## config.mk

```make
export PLATFORM = sky130hd
export DESIGN_NAME = cap_post_proc
export DESIGN_NICKNAME = d
export VERILOG_FILES = /design/src/core/cap_pkg.sv /design/src/core/cap_filt_if.sv /design/src/core/cap_decim_filter.sv /design/src/core/cap_post_proc.sv
export SDC_FILE = /design/constraint.sdc
export NUM_CORES = 2
export LEC_CHECK = 0
export BUFFER_PORTS_ARGS = -buffer_cell sky130_fd_sc_hd__buf_2
export CORE_MARGIN = 4
export CORE_UTILIZATION = 55
export CTS_CLUSTER_SIZE = 25
export DETAILED_ROUTE_END_ITERATION = 7
export PLACE_DENSITY = 0.72
export RECOVER_POWER = 100
export SYNTH_ARGS = -nofsm -noshare
export SYNTH_HDL_FRONTEND = slang
export SYNTH_SLANG_ARGS = --single-unit
```

## constraint.sdc

```tcl
create_clock -name I_CLK -period 31.2 [get_ports I_CLK]
set_input_delay 3.12 -clock I_CLK [delete_from_list [all_inputs] [get_ports I_CLK]]
set_output_delay 3.12 -clock I_CLK [all_outputs]
set_load 0.03 [all_outputs]
```

## src/core/cap_pkg.sv

```systemverilog
// Shared constants for the current-channel converter post-processing block.
`default_nettype none
package cap_pkg;
  localparam int unsigned RESULT_W = 16;
  localparam int unsigned ACCUM_W  = 32;
  localparam int unsigned DECIM_W  = 17;
  localparam int unsigned FILT_W   = 56;

  // Modulator sample rates in Hz, one per power mode.
  localparam int unsigned MOD_RATE_NORMAL_HZ = 512000;
  localparam int unsigned MOD_RATE_LOWPWR_HZ = 128000;

  // Output rate limits in Hz.
  localparam int unsigned OUT_NORMAL_MIN_HZ = 4;
  localparam int unsigned OUT_NORMAL_MAX_HZ = 8000;
  localparam int unsigned OUT_LOWPWR_MIN_HZ = 1;
  localparam int unsigned OUT_LOWPWR_MAX_HZ = 2000;

  // Decimation ratio limits derived from the rates above.
  localparam logic [DECIM_W-1:0] DECIM_NORMAL_MIN =
    DECIM_W'(MOD_RATE_NORMAL_HZ / OUT_NORMAL_MAX_HZ);
  localparam logic [DECIM_W-1:0] DECIM_NORMAL_MAX =
    DECIM_W'(MOD_RATE_NORMAL_HZ / OUT_NORMAL_MIN_HZ);
  localparam logic [DECIM_W-1:0] DECIM_LOWPWR_MIN =
    DECIM_W'(MOD_RATE_LOWPWR_HZ / OUT_LOWPWR_MAX_HZ);
  localparam logic [DECIM_W-1:0] DECIM_LOWPWR_MAX =
    DECIM_W'(MOD_RATE_LOWPWR_HZ / OUT_LOWPWR_MIN_HZ);

  // Reset value of the conversion count limit.
  localparam logic [RESULT_W-1:0] COUNT_LIMIT_RST = 16'h0001;

  // Conversion cycles until the first settled result, per chop setting.
  localparam logic [1:0] SETTLE_CHOP_OFF = 2'h3;
  localparam logic [1:0] SETTLE_CHOP_ON  = 2'h2;
endpackage
`default_nettype wire

```

## src/core/cap_filt_if.sv

```systemverilog
// Link between the control logic and the decimating filter.
`timescale 1ns/1ps
`default_nettype none
interface cap_filt_if;
  logic                         restart;
  logic [cap_pkg::DECIM_W-1:0]  decim;
  logic [cap_pkg::RESULT_W-1:0] result;
  logic                         result_valid;

  modport filt (input restart, input decim, output result,
                output result_valid);
  modport ctrl (output restart, output decim, input result,
                input result_valid);
endinterface
`default_nettype wire

```

## src/core/cap_decim_filter.sv

```systemverilog
// Third-order decimating low-pass filter for the modulator bit stream.
`timescale 1ns/1ps
`default_nettype none
module cap_decim_filter (
  input  wire logic   i_clk,
  input  wire logic   i_reset,
  input  wire logic   i_ce,
  input  wire logic   i_mod_bit,
  input  wire logic   i_mod_valid,
  cap_filt_if.filt    bus
);
  localparam int unsigned FW = cap_pkg::FILT_W;
  localparam int unsigned DW = cap_pkg::DECIM_W;

  typedef struct packed {
    logic [2:0][FW-1:0]             integ;
    logic [2:0][FW-1:0]             dly;
    logic [DW-1:0]                  phase;
    logic [cap_pkg::RESULT_W-1:0]   result;
    logic                           result_valid;
  } cap_filt_state_type;

  cap_filt_state_type s_q;
  cap_filt_state_type s_d;

  function automatic logic [7:0] ceil_log2(input logic [DW-1:0] v);
    logic [7:0] n;
    n = 8'h00;
    for (int i = 0; i < DW; i++) begin
      if ((DW'(1) << i) < v) begin
        n = 8'(i + 1);
      end
    end
    return n;
  endfunction

  logic signed [FW-1:0] comb_val;
  logic signed [FW-1:0] scaled;
  logic [7:0]           shift;
  logic signed [FW-1:0] in_val;

  always_comb begin
    s_d = s_q;
    s_d.result_valid = 1'b0;
    comb_val = '0;
    scaled = '0;
    // The gain of a third-order stage is the ratio cubed; shifting by the
    // rounded-up power of two keeps the result in range without a divider.
    shift = 8'(3 * ceil_log2(bus.decim) - 15);
    in_val = i_mod_bit ? FW'(1) : -FW'(1);
    if (bus.restart) begin
      s_d.integ = '0;
      s_d.dly = '0;
      s_d.phase = '0;
    end else if (i_mod_valid) begin
      s_d.integ[0] = s_q.integ[0] + in_val;
      for (int k = 1; k < 3; k++) begin
        s_d.integ[k] = s_q.integ[k] + s_q.integ[k-1];
      end
      if (s_q.phase >= bus.decim - DW'(1)) begin
        s_d.phase = '0;
        comb_val = s_q.integ[2];
        for (int k = 0; k < 3; k++) begin
          s_d.dly[k] = comb_val;
          comb_val = comb_val - $signed(s_q.dly[k]);
        end
        scaled = comb_val >>> shift;
        if (scaled > FW'(32767)) begin
          s_d.result = 16'h7fff;
        end else if (scaled < -FW'(32768)) begin
          s_d.result = 16'h8000;
        end else begin
          s_d.result = scaled[cap_pkg::RESULT_W-1:0];
        end
        s_d.result_valid = 1'b1;
      end else begin
        s_d.phase = s_q.phase + DW'(1);
      end
    end
  end

  always_ff @(posedge i_clk) begin
    if (i_reset) begin
      s_q <= '0;
    end else if (i_ce) begin
      s_q <= s_d;
    end
  end

  assign bus.result       = s_q.result;
  assign bus.result_valid = s_q.result_valid & i_ce;
endmodule
`default_nettype wire

```

## src/core/cap_post_proc.sv

```systemverilog
// Current-channel post-processing: rate control, settling, count,
// threshold and accumulation.
`timescale 1ns/1ps
`default_nettype none
module cap_post_proc #(
  parameter int unsigned DECIM_W = cap_pkg::DECIM_W
) (
  input  wire logic                          I_CLK,
  input  wire logic                          I_RESET,
  input  wire logic                          I_CE,
  input  wire logic                          I_MOD_BIT,
  input  wire logic                          I_MOD_VALID,
  input  wire logic                          I_ENABLE,
  input  wire logic                          I_LOW_POWER,
  input  wire logic                          I_CHOP,
  input  wire logic [DECIM_W-1:0]            I_DECIM,
  input  wire logic                          I_LIMIT_WR,
  input  wire logic [cap_pkg::RESULT_W-1:0]  I_LIMIT_DATA,
  input  wire logic [cap_pkg::RESULT_W-1:0]  I_THRESHOLD,
  input  wire logic                          I_ACC_EN,
  input  wire logic                          I_ACC_CLR,
  input  wire logic                          I_COUNT_ACK,
  input  wire logic                          I_THRESH_ACK,
  output logic [cap_pkg::RESULT_W-1:0]       O_RESULT,
  output logic                               O_RESULT_VALID,
  output logic                               O_SETTLED,
  output logic [cap_pkg::RESULT_W-1:0]       O_COUNT_LIMIT,
  output logic [cap_pkg::RESULT_W-1:0]       O_COUNT_VALUE,
  output logic [cap_pkg::ACCUM_W-1:0]        O_ACCUM,
  output logic                               O_COUNT_IRQ,
  output logic                               O_THRESH_IRQ
);
  localparam int unsigned RW = cap_pkg::RESULT_W;
  localparam int unsigned AW = cap_pkg::ACCUM_W;

  if (DECIM_W != cap_pkg::DECIM_W) begin : g_bad_width
    $error("DECIM_W must match the filter ratio width");
  end

  // The filter scales by a shift of three times the rounded-up log2 of
  // the ratio, less fifteen; ratios of 32 and up keep it from going
  // negative.
  if (cap_pkg::DECIM_NORMAL_MIN < 17'h00020 ||
      cap_pkg::DECIM_LOWPWR_MIN < 17'h00020) begin : g_bad_ratio
    $error("Minimum ratio too small for the filter scaling");
  end

  // Everything the control logic remembers lives in this one record, so the
  // clock-enable freeze and the reset cover all of it at once.
  typedef struct packed {
    logic                 enabled;
    logic                 low_power;
    logic                 chop;
    logic [DECIM_W-1:0]   decim;
    logic                 restart;
    logic [1:0]           settle_cnt;
    logic [RW-1:0]        result;
    logic                 result_valid;
    logic                 settled;
    logic [RW-1:0]        count_limit;
    logic [RW-1:0]        count_value;
    logic [AW-1:0]        accum;
    logic                 count_irq;
    logic                 thresh_irq;
  } cap_ctrl_state_type;

  cap_ctrl_state_type s_q;
  cap_ctrl_state_type s_d;

  cap_filt_if filt_bus ();

  // Samples are gated with the registered enable, so a disabled channel
  // leaves the filter history alone until the restart clears it.
  cap_decim_filter u_filter (
    .i_clk       (I_CLK),
    .i_reset     (I_RESET),
    .i_ce        (I_CE),
    .i_mod_bit   (I_MOD_BIT),
    .i_mod_valid (I_MOD_VALID & s_q.enabled),
    .bus         (filt_bus.filt)
  );

  // Pulls a requested ratio into the range that the power mode allows.
  // A request outside the range is clamped without any flag, so software
  // cannot tell from the ports that its request was changed.
  function automatic logic [DECIM_W-1:0] clamp_decim(
    input logic [DECIM_W-1:0] req,
    input logic               low_pwr
  );
    logic [DECIM_W-1:0] lo;
    logic [DECIM_W-1:0] hi;
    lo = low_pwr ? cap_pkg::DECIM_LOWPWR_MIN : cap_pkg::DECIM_NORMAL_MIN;
    hi = low_pwr ? cap_pkg::DECIM_LOWPWR_MAX : cap_pkg::DECIM_NORMAL_MAX;
    if (req < lo) begin
      return lo;
    end else if (req > hi) begin
      return hi;
    end
    return req;
  endfunction

  logic [DECIM_W-1:0] decim_req;
  logic [1:0]         settle_need;
  logic               good;
  logic [RW:0]        magnitude;
  logic               count_hit;
  logic               thresh_hit;

  always_comb begin
    s_d = s_q;
    s_d.result_valid = 1'b0;
    s_d.restart = 1'b0;
    decim_req = clamp_decim(I_DECIM, I_LOW_POWER);
    settle_need = s_q.chop ? cap_pkg::SETTLE_CHOP_ON
                           : cap_pkg::SETTLE_CHOP_OFF;
    good = 1'b0;
    magnitude = '0;
    count_hit = 1'b0;
    thresh_hit = 1'b0;

    s_d.enabled = I_ENABLE;
    s_d.low_power = I_LOW_POWER;
    s_d.chop = I_CHOP;
    s_d.decim = decim_req;
    // Any change of setup throws away the filter history, since results
    // mixing two ratios or modes would be meaningless.
    if ((I_ENABLE && !s_q.enabled) || I_LOW_POWER != s_q.low_power ||
        I_CHOP != s_q.chop || decim_req != s_q.decim) begin
      s_d.restart = 1'b1;
      s_d.settle_cnt = '0;
      s_d.settled = 1'b0;
    end else if (!s_q.restart && filt_bus.result_valid) begin
      // The count stops at the target, and two bits would wrap if it were
      // incremented past it, so the test is against one less.
      if (s_q.settle_cnt >= settle_need - 2'h1) begin
        good = 1'b1;
        s_d.settle_cnt = settle_need;
      end else begin
        s_d.settle_cnt = s_q.settle_cnt + 2'h1;
      end
    end
    if (!I_ENABLE) begin
      s_d.settled = 1'b0;
      s_d.settle_cnt = '0;
    end

    if (good) begin
      s_d.settled = 1'b1;
      s_d.result = filt_bus.result;
      s_d.result_valid = 1'b1;
      // A limit of zero keeps the count interrupt quiet instead of firing
      // once in 65536 results when the value wraps.
      if (s_q.count_limit != '0 &&
          s_q.count_value + RW'(1) == s_q.count_limit) begin
        count_hit = 1'b1;
        s_d.count_value = '0;
      end else begin
        s_d.count_value = s_q.count_value + RW'(1);
      end
      // The magnitude lets one unsigned threshold catch current in both
      // directions; full-scale negative counts as 32768.
      magnitude = filt_bus.result[RW-1]
                ? (RW+1)'(-$signed({1'b1, filt_bus.result}))
                : {1'b0, filt_bus.result};
      thresh_hit = magnitude > {1'b0, I_THRESHOLD};
    end

    if (I_LIMIT_WR) begin
      s_d.count_limit = I_LIMIT_DATA;
      s_d.count_value = '0;
    end

    // The sum wraps without warning; at full scale it lasts 65536 results,
    // so software must read and clear it well before then.
    if (I_ACC_CLR) begin
      s_d.accum = '0;
    end else if (good && I_ACC_EN) begin
      s_d.accum = s_q.accum + AW'($signed(filt_bus.result));
    end

    // A new event wins over an acknowledge in the same cycle.
    if (count_hit) begin
      s_d.count_irq = 1'b1;
    end else if (I_COUNT_ACK) begin
      s_d.count_irq = 1'b0;
    end
    if (thresh_hit) begin
      s_d.thresh_irq = 1'b1;
    end else if (I_THRESH_ACK) begin
      s_d.thresh_irq = 1'b0;
    end
  end

  always_ff @(posedge I_CLK) begin
    if (I_RESET) begin
      s_q <= '0;
      // A zero ratio would give the filter a negative scaling shift, so
      // the ratio starts at the smallest legal value instead.
      s_q.decim <= cap_pkg::DECIM_NORMAL_MIN;
      s_q.count_limit <= cap_pkg::COUNT_LIMIT_RST;
    end else if (I_CE) begin
      s_q <= s_d;
    end
  end

  assign filt_bus.restart = s_q.restart;
  assign filt_bus.decim   = s_q.decim;

  // Every output is a field of the state record, so each one comes
  // straight from a flip-flop.
  assign O_RESULT       = s_q.result;
  assign O_RESULT_VALID = s_q.result_valid;
  assign O_SETTLED      = s_q.settled;
  assign O_COUNT_LIMIT  = s_q.count_limit;
  assign O_COUNT_VALUE  = s_q.count_value;
  assign O_ACCUM        = s_q.accum;
  assign O_COUNT_IRQ    = s_q.count_irq;
  assign O_THRESH_IRQ   = s_q.thresh_irq;
endmodule
`default_nettype wire

```

# After elaboration in Yosys (flattened, before gate mapping)
# Cells that the tools add are included.
# totals
reg_bits	477
inputBits	62
output_inout_bits	84
elab_cells	155
# op_classes
n_addsub	14
n_mul	1
magnitude_cmp	24
n_eq_ne	6
n_shift	1
muxes	56
bitwise	3
reduce_logical	27
# ops
operator	count
370-bit 2-to-1 mux	1
353-bit 2-to-1 mux	1
56-bit adder	3
168-bit 2-to-1 mux	1
56-bit subtractor	3
17-bit 2-to-1 mux	6
16-bit 2-to-1 mux	5
32-bit 2-to-1 mux	2
56-bit by 16-bit > comparator with 1-bit output (second input constant)	1
56-bit by 16-bit < comparator with 1-bit output (second input constant)	1
56-bit 2-to-1 mux	1
56-bit by 8-bit >>> shifter with 56-bit output	1
32-bit adder	1
4-bit 2-to-1 mux	8
1-bit 2-to-1 mux	18
2-bit AND reduction	9
17-bit by 1-bit adder with 17-bit output (second input constant)	1
17-bit greater-or-equal comparator	1
17-bit by 16-bit > comparator with 1-bit output	1
17-bit > comparator (second input constant)	1
1-bit by 17-bit < comparator with 1-bit output (first input constant)	1
10-bit by 17-bit < comparator with 1-bit output (first input constant)	1
11-bit by 17-bit < comparator with 1-bit output (first input constant)	1
12-bit by 17-bit < comparator with 1-bit output (first input constant)	1
other kinds (38)	62

# Logic depth before layout (Yosys ltp)
# logic_depth
ltp_word	27
depth_mapped	62
mapped_depth_nobuf	58

# Cells and area by module
# From an unflattened synthesis, not the netlist that was laid out.
# hier_totals
cells_unflattened	5734
area_unflattened_um2	43488.0
# by_module_without_submodules
mod	instances	cells_each	area_per_inst_um2	seq_area_each_um2
cap_decim_filter	1	4752	35652.9	7407.1
cap_post_proc	1	982	7835.0	2142.1

# Least setup slack after synthesis
# Ideal clock, no wire load.
# synth_path
kind	register to register
startpoint	register u_filter.s_q[314] (netlist bit)
endpoint	register u_filter.s_q (netlist bit u_filter.bus.result[1])
setup_ps	116
arrival_ps	10048
required_time_ps	31084
setup_slack_ps	21035
path_stages_with_launch	55
path_buffers	3
synth_period_minus_slack_ps	10165
path_cell_list	dfxtp_1 > inv_1 > ha_1 > inv_1 > fa_1 > a21o_1 > a21oi_1 > o21bai_1 > a21oi_1 > o21bai_1 > a21oi_1 > o31ai_1 > a21oi_1 > nand4b_1 > a31oi_1 > nor2b_1 > xnor2_1 > ha_1 > [19 not listed] > or2_2 > nor4_2 > nor4_4 > o31ai_2 > o31ai_1 > xnor2_1 > xor2_1 > buf_2 > a21o_1 > a22oi_1 > a31oi_1 > nand3_1 > nor3_1 > nand4_1 > a31oi_1 > buf_2 > nand2_2 > o211a_1
# synth_via
elab_chain_cells	7
word_cells_on_any_way	8
classes_between	add/sub: 3; order compare: 2; shift: 1; mux: 2
# synth_lines
item	line	rtl
from (decl)	cap_decim_filter.sv:23	cap_filt_state_type s_q;
from (signal assigned)	cap_decim_filter.sv:84	s_q <= '0;
from (signal assigned)	cap_decim_filter.sv:86	s_q <= s_d;
56-bit subtractor (*) (3 in series)	cap_decim_filter.sv:65	comb_val = comb_val - $signed(s_q.dly[k]);
56-bit by 8-bit >>> shifter with 56-bit output (*)	cap_decim_filter.sv:67	scaled = comb_val >>> shift;
56-bit by 16-bit < comparator with 1-bit output	cap_decim_filter.sv:70	end else if (scaled < -FW'(32768)) begin
16-bit 2-to-1 mux	cap_decim_filter.sv:70	
16-bit 2-to-1 mux (*)	cap_decim_filter.sv:68	if (scaled > FW'(32767)) begin
# Mark *: on every way between the ends. The rest lies on a longest branch, timed or not.
# A chain may end at the register's enable or synchronous reset.

# Worst setup path after layout
# layout_path
startpoint	register u_filter.s_q[314] (netlist bit)
endpoint	register u_filter.s_q (netlist bit u_filter.bus.result[8])
# The elaborated chain is that of the path after synthesis.

==> impl_metrics.json <==
{
  "gr-usage-all-layers_pct": 26.6,
  "postRouteWirelength_mm": 108,
  "synthesis.area_um2": 41400,
  "synth.area.top_cells": "sky130_fd_sc_hd__dfxtp_1 (23%), sky130_fd_sc_hd__ha_1 (12%), sky130_fd_sc_hd__nor2_1 (6.2%), sky130_fd_sc_hd__a21oi_1 (5.9%), sky130_fd_sc_hd__a22oi_1 (5.5%)",
  "sw_frac_of_total_pct": 39.7,
  "insertion_delay_ns": 0.61,
  "timing.critical_path.required_ns": 31.50,
  "total_setup_buffers_inserted_after_cts": 0,
  "violated_checks": "capacitance limit, slew limit",
  "dieArea_um2": 79700,
  "drc_violations_left": 0,
  "cts_hold_buffers": 0,
  "unrepaired_setup_endpoints_after_global_routing": "false",
  "synth.yosys.warnings": 0,
  "cts-buffers-inserted": 54,
  "run_status": "finished, violations left",
  "power_leakage_nw": 19.0,
  "grt.met2_usage_pct": 46.3,
  "sequentialPowerShare_pct": 29.2,
  "worstReg2RegStart": "u_filter.s_q[314]",
  "synthDominantAreaCellType": "sky130_fd_sc_hd__dfxtp_1",
  "antenna_violations_before_repair": 6,
  "gr-max-usage-layer": "met2",
  "crit_path_start_kind": "flop",
  "power.density_nw_per_um2": 48.4,
  "chipHeight_um": 282,
  "timing_limited_maximum_frequency_ghz": 0.0656,
  "place_congestion": 0.946,
  "grt_overflow": 0,
  "finalCritPeriodShare_pct": 48.9,
  "worstPathBufferInverterCount": 4,
  "pin_count_of_the_biggest_net_entering_global_routing": 194,
  "area_growth_pct": 5.97,
  "port_buffers": 145,
  "intPower_mw": 1.28,
  "timing.setup.tns_ns": 0,
  "clock-sinks": 477,
  "asyncSetResetFlopFracSynth_pct": 0,
  "clk_pin_slew_ns": 0.06,
  "slowest_delay_ns": 1.02,
  "reg2reg_slack_ns": 15.95,
  "finalMaxSlewViolations": 831,
  "core_area_um2": 74600,
  "worst_setup_path_startpoint": "u_filter.s_q[314]",
  "drive_above_1_share_pct": 4.94,
  "post-place-cells": 6279,
  "synth_edf_count": 0,
  "finalCriticalPeriod_ns": 15.25,
  "hold_start": "O_RESULT[12]",
  "cts.htree.levels": 2,
  "avgRoutedWirePerCell_um": 17.0,
  "crit_path_top_delay_cell": "sky130_fd_sc_hd__clkbuf_1",
  "seqCellArea_um2": 9550,
  "postCtsResizedCells": 0,
  "initial_utilization_pct": 55.5,
  "met1_usage_pct": 34.5,
  "netlist_instances": 5468,
  "hold_path_class": "flop to flop",
  "path_max_fanout": 56,
  "hold_violations": 0,
  "syn_avg_cell_area_um2": 7.57,
  "timing.critical_path.to_type": "flop",
  "finalSetupViolCount": 0,
  "drt_first_iter_violations": 2829,
  "viasPerCell": 6.04,
  "ant_nets": 0,
  "synth_common_cells": "sky130_fd_sc_hd__nor2_1 (681), sky130_fd_sc_hd__a21oi_1 (490), sky130_fd_sc_hd__dfxtp_1 (477)",
  "grt_pass1_wl_mm": 182,
  "vdd_ir_drop_max_uv": 65.3,
  "skew_ns": 0.0160,
  "instances_no_fill": 6383,
  "netlist.area_leader.share_pct": 23.1,
  "cts_tree": "built",
  "ioPinCount": 146,
  "postLayoutCoreUtil_pct": 58.8,
  "share_clk_of_total_power_pct": 32.4,
  "switching_power_mw": 0.843,
  "crit_top_cell": "sky130_fd_sc_hd__a21oi_1",
  "worst-endpoint-arrival_ns": 15.54,
  "yosysMostFrequentCell": "sky130_fd_sc_hd__nor2_1",
  "path_class": "flop to flop",
  "drt_first_pass_iters": 6,
  "groute.layer.met3.usage_pct": 2.70,
  "grt_pass1_vias": 36600,
  "multi_input_gate_area_um2": 29100,
  "dp.final_hpwl_mm": 79.0,
  "rows": 100,
  "postSynthRegisterBits": 477,
  "synth-main-ff-cell": "sky130_fd_sc_hd__dfxtp_1",
  "timing.max_slew.rel_slack_pct": -435,
  "critical-path-top-delay-family": "compound AO/OA/AOI/OAI gates",
  "cts_root_buffer": "sky130_fd_sc_hd__clkbuf_16",
  "fillCellCount": 6900,
  "final_nets": 5845,
  "number_of_nets_produced_by_synthesis": 5947,
  "route.vias.total": 38600,
  "cap_violations": 11,
  "combPwrFrac_pct": 38.4,
  "ctsLongestPathBuffers": 3,
  "unique_masters_post_synth": 107,
  "die_w_um": 282,
  "yosysSeqAreaShare_pct": 23.1,
  "max_slew.worst_pin.slew_ns": 8.02
}
power by group through the flow:
stage / logic (mW) / clock network (mW) / registers (mW)
global route: 0.870 / 0.725 / 0.619
floorplan: 0.558 / 0 / 0.628
CTS: 0.792 / 0.703 / 0.619
detailed placement: 0.790 / 0 / 0.632
global placement: 0.807 / 0 / 0.632
finish: 0.814 / 0.688 / 0.619
metrics by stage:
step / power [mW] / setup WS, ns / cell area (µm²) / hold WS, ns
2_1_floorplan: 1.19 / 21.04 / 41400 / 0.437
3_3_place_gp: 1.44 / 18.33 / 42100 / 0.438
3_5_place_dp: 1.42 / 18.22 / 42100 / 0.445
4_1_cts: 2.11 / 18.12 / 44100 / 0.453
5_1_grt: 2.21 / 14.45 / 43900 / 0.473
6_report: 2.12 / 15.95 / 43900 / 0.452
metal layers:
layer  vias to the layer above  part of all wire (%)
li1                      19500                     -
met1                     17900                    45
met2                       980                    47
met3                       231                   4.5
met4                         2                   3.6
met5                         -                0.0092
final cells by class:
type,count,area share [%]
antenna,6,0.0342
clock buffer,78,3.61
clock inverter,20,0.765
inverter,331,2.83
multi-input combinational,4321,66.3
sequential,477,21.8
tap,969,2.76
timing repair buffer,181,1.95
worst reg2reg max path: cells and delay by family (launching register included):
family	cells	cell delay (ns)
adder cells (fa/ha/maj)	4	1.20
buffers and inverters	4	1.73
flip-flops	1	0.34
AO/OA/AOI/OAI	28	6.64
XOR/XNOR	4	0.84
AND/OR/NAND/NOR	19	4.17
worst paths after layout:
| kind | to | cells after the start |
|---|---|---|
| setup / recovery | u_filter.bus.result[8] | 59 |
| setup reg to reg | u_filter.bus.result[8] | 59 |
| hold / removal | O_RESULT[12] | 2 |
| hold reg to reg | O_RESULT[12] | 2 |
cells in the final DEF, fill, tap and decap left out, types with 13 or more instances in the layout:
| master | n |
|---|---|
| sky130_fd_sc_hd__nor2_1 | 680 |
| sky130_fd_sc_hd__nand2b_1 | 64 |
| sky130_fd_sc_hd__nor3b_1 | 19 |
| sky130_fd_sc_hd__o211ai_1 | 37 |
| sky130_fd_sc_hd__nand4_1 | 36 |
| sky130_fd_sc_hd__o41ai_1 | 13 |
| sky130_fd_sc_hd__o21ai_0 | 271 |
| sky130_fd_sc_hd__a211oi_1 | 48 |
| sky130_fd_sc_hd__nor4_1 | 22 |
| sky130_fd_sc_hd__a32oi_1 | 15 |
| sky130_fd_sc_hd__buf_4 | 23 |
| sky130_fd_sc_hd__a31oi_1 | 54 |
| sky130_fd_sc_hd__dfxtp_1 | 477 |
| sky130_fd_sc_hd__a21boi_0 | 15 |
| sky130_fd_sc_hd__xor2_1 | 115 |
| sky130_fd_sc_hd__xnor2_1 | 255 |
| sky130_fd_sc_hd__buf_2 | 57 |
| sky130_fd_sc_hd__o31ai_1 | 33 |
| sky130_fd_sc_hd__clkbuf_1 | 112 |
| sky130_fd_sc_hd__nor3_1 | 92 |
| sky130_fd_sc_hd__ha_1 | 408 |
| sky130_fd_sc_hd__clkbuf_16 | 56 |
| sky130_fd_sc_hd__and2_1 | 26 |
| sky130_fd_sc_hd__mux2i_1 | 60 |
| sky130_fd_sc_hd__and3_1 | 64 |
| sky130_fd_sc_hd__a22oi_1 | 301 |
| sky130_fd_sc_hd__or2_2 | 21 |
| sky130_fd_sc_hd__a21oi_1 | 490 |
| sky130_fd_sc_hd__o21a_1 | 46 |
| sky130_fd_sc_hd__nor2b_1 | 51 |
| sky130_fd_sc_hd__nand2_1 | 373 |
| sky130_fd_sc_hd__o21bai_1 | 84 |
| sky130_fd_sc_hd__or3_1 | 30 |
| sky130_fd_sc_hd__a21o_1 | 177 |
| sky130_fd_sc_hd__inv_1 | 330 |
| sky130_fd_sc_hd__o22ai_1 | 28 |
| sky130_fd_sc_hd__nand3_1 | 94 |
logic make-up (layout without fill, tap and decap cells):
kind of cell,count (synthesis),after routing,synth area share (%)
simple gates,1641,1641,18.4
compound gates,1814,1814,29.0
flops,477,477,23.1
other cells,0,6,0
mux,72,72,1.78
fa+ha+maj,417,417,12.8
xor+xnor,377,377,8.03
buf+inv,670,610,6.95
flip-flops by register name, summed over array words and instances, names as in the netlist, 5 cells and up:
register             cells
O_ACCUM                 32
O_COUNT_LIMIT           16
O_COUNT_VALUE           16
O_RESULT                16
filt_bus.decim          17
s_q                      5
u_filter.bus.result     16
u_filter.s_q           354
No activity file was read; power rests on OpenSTA's default activity.
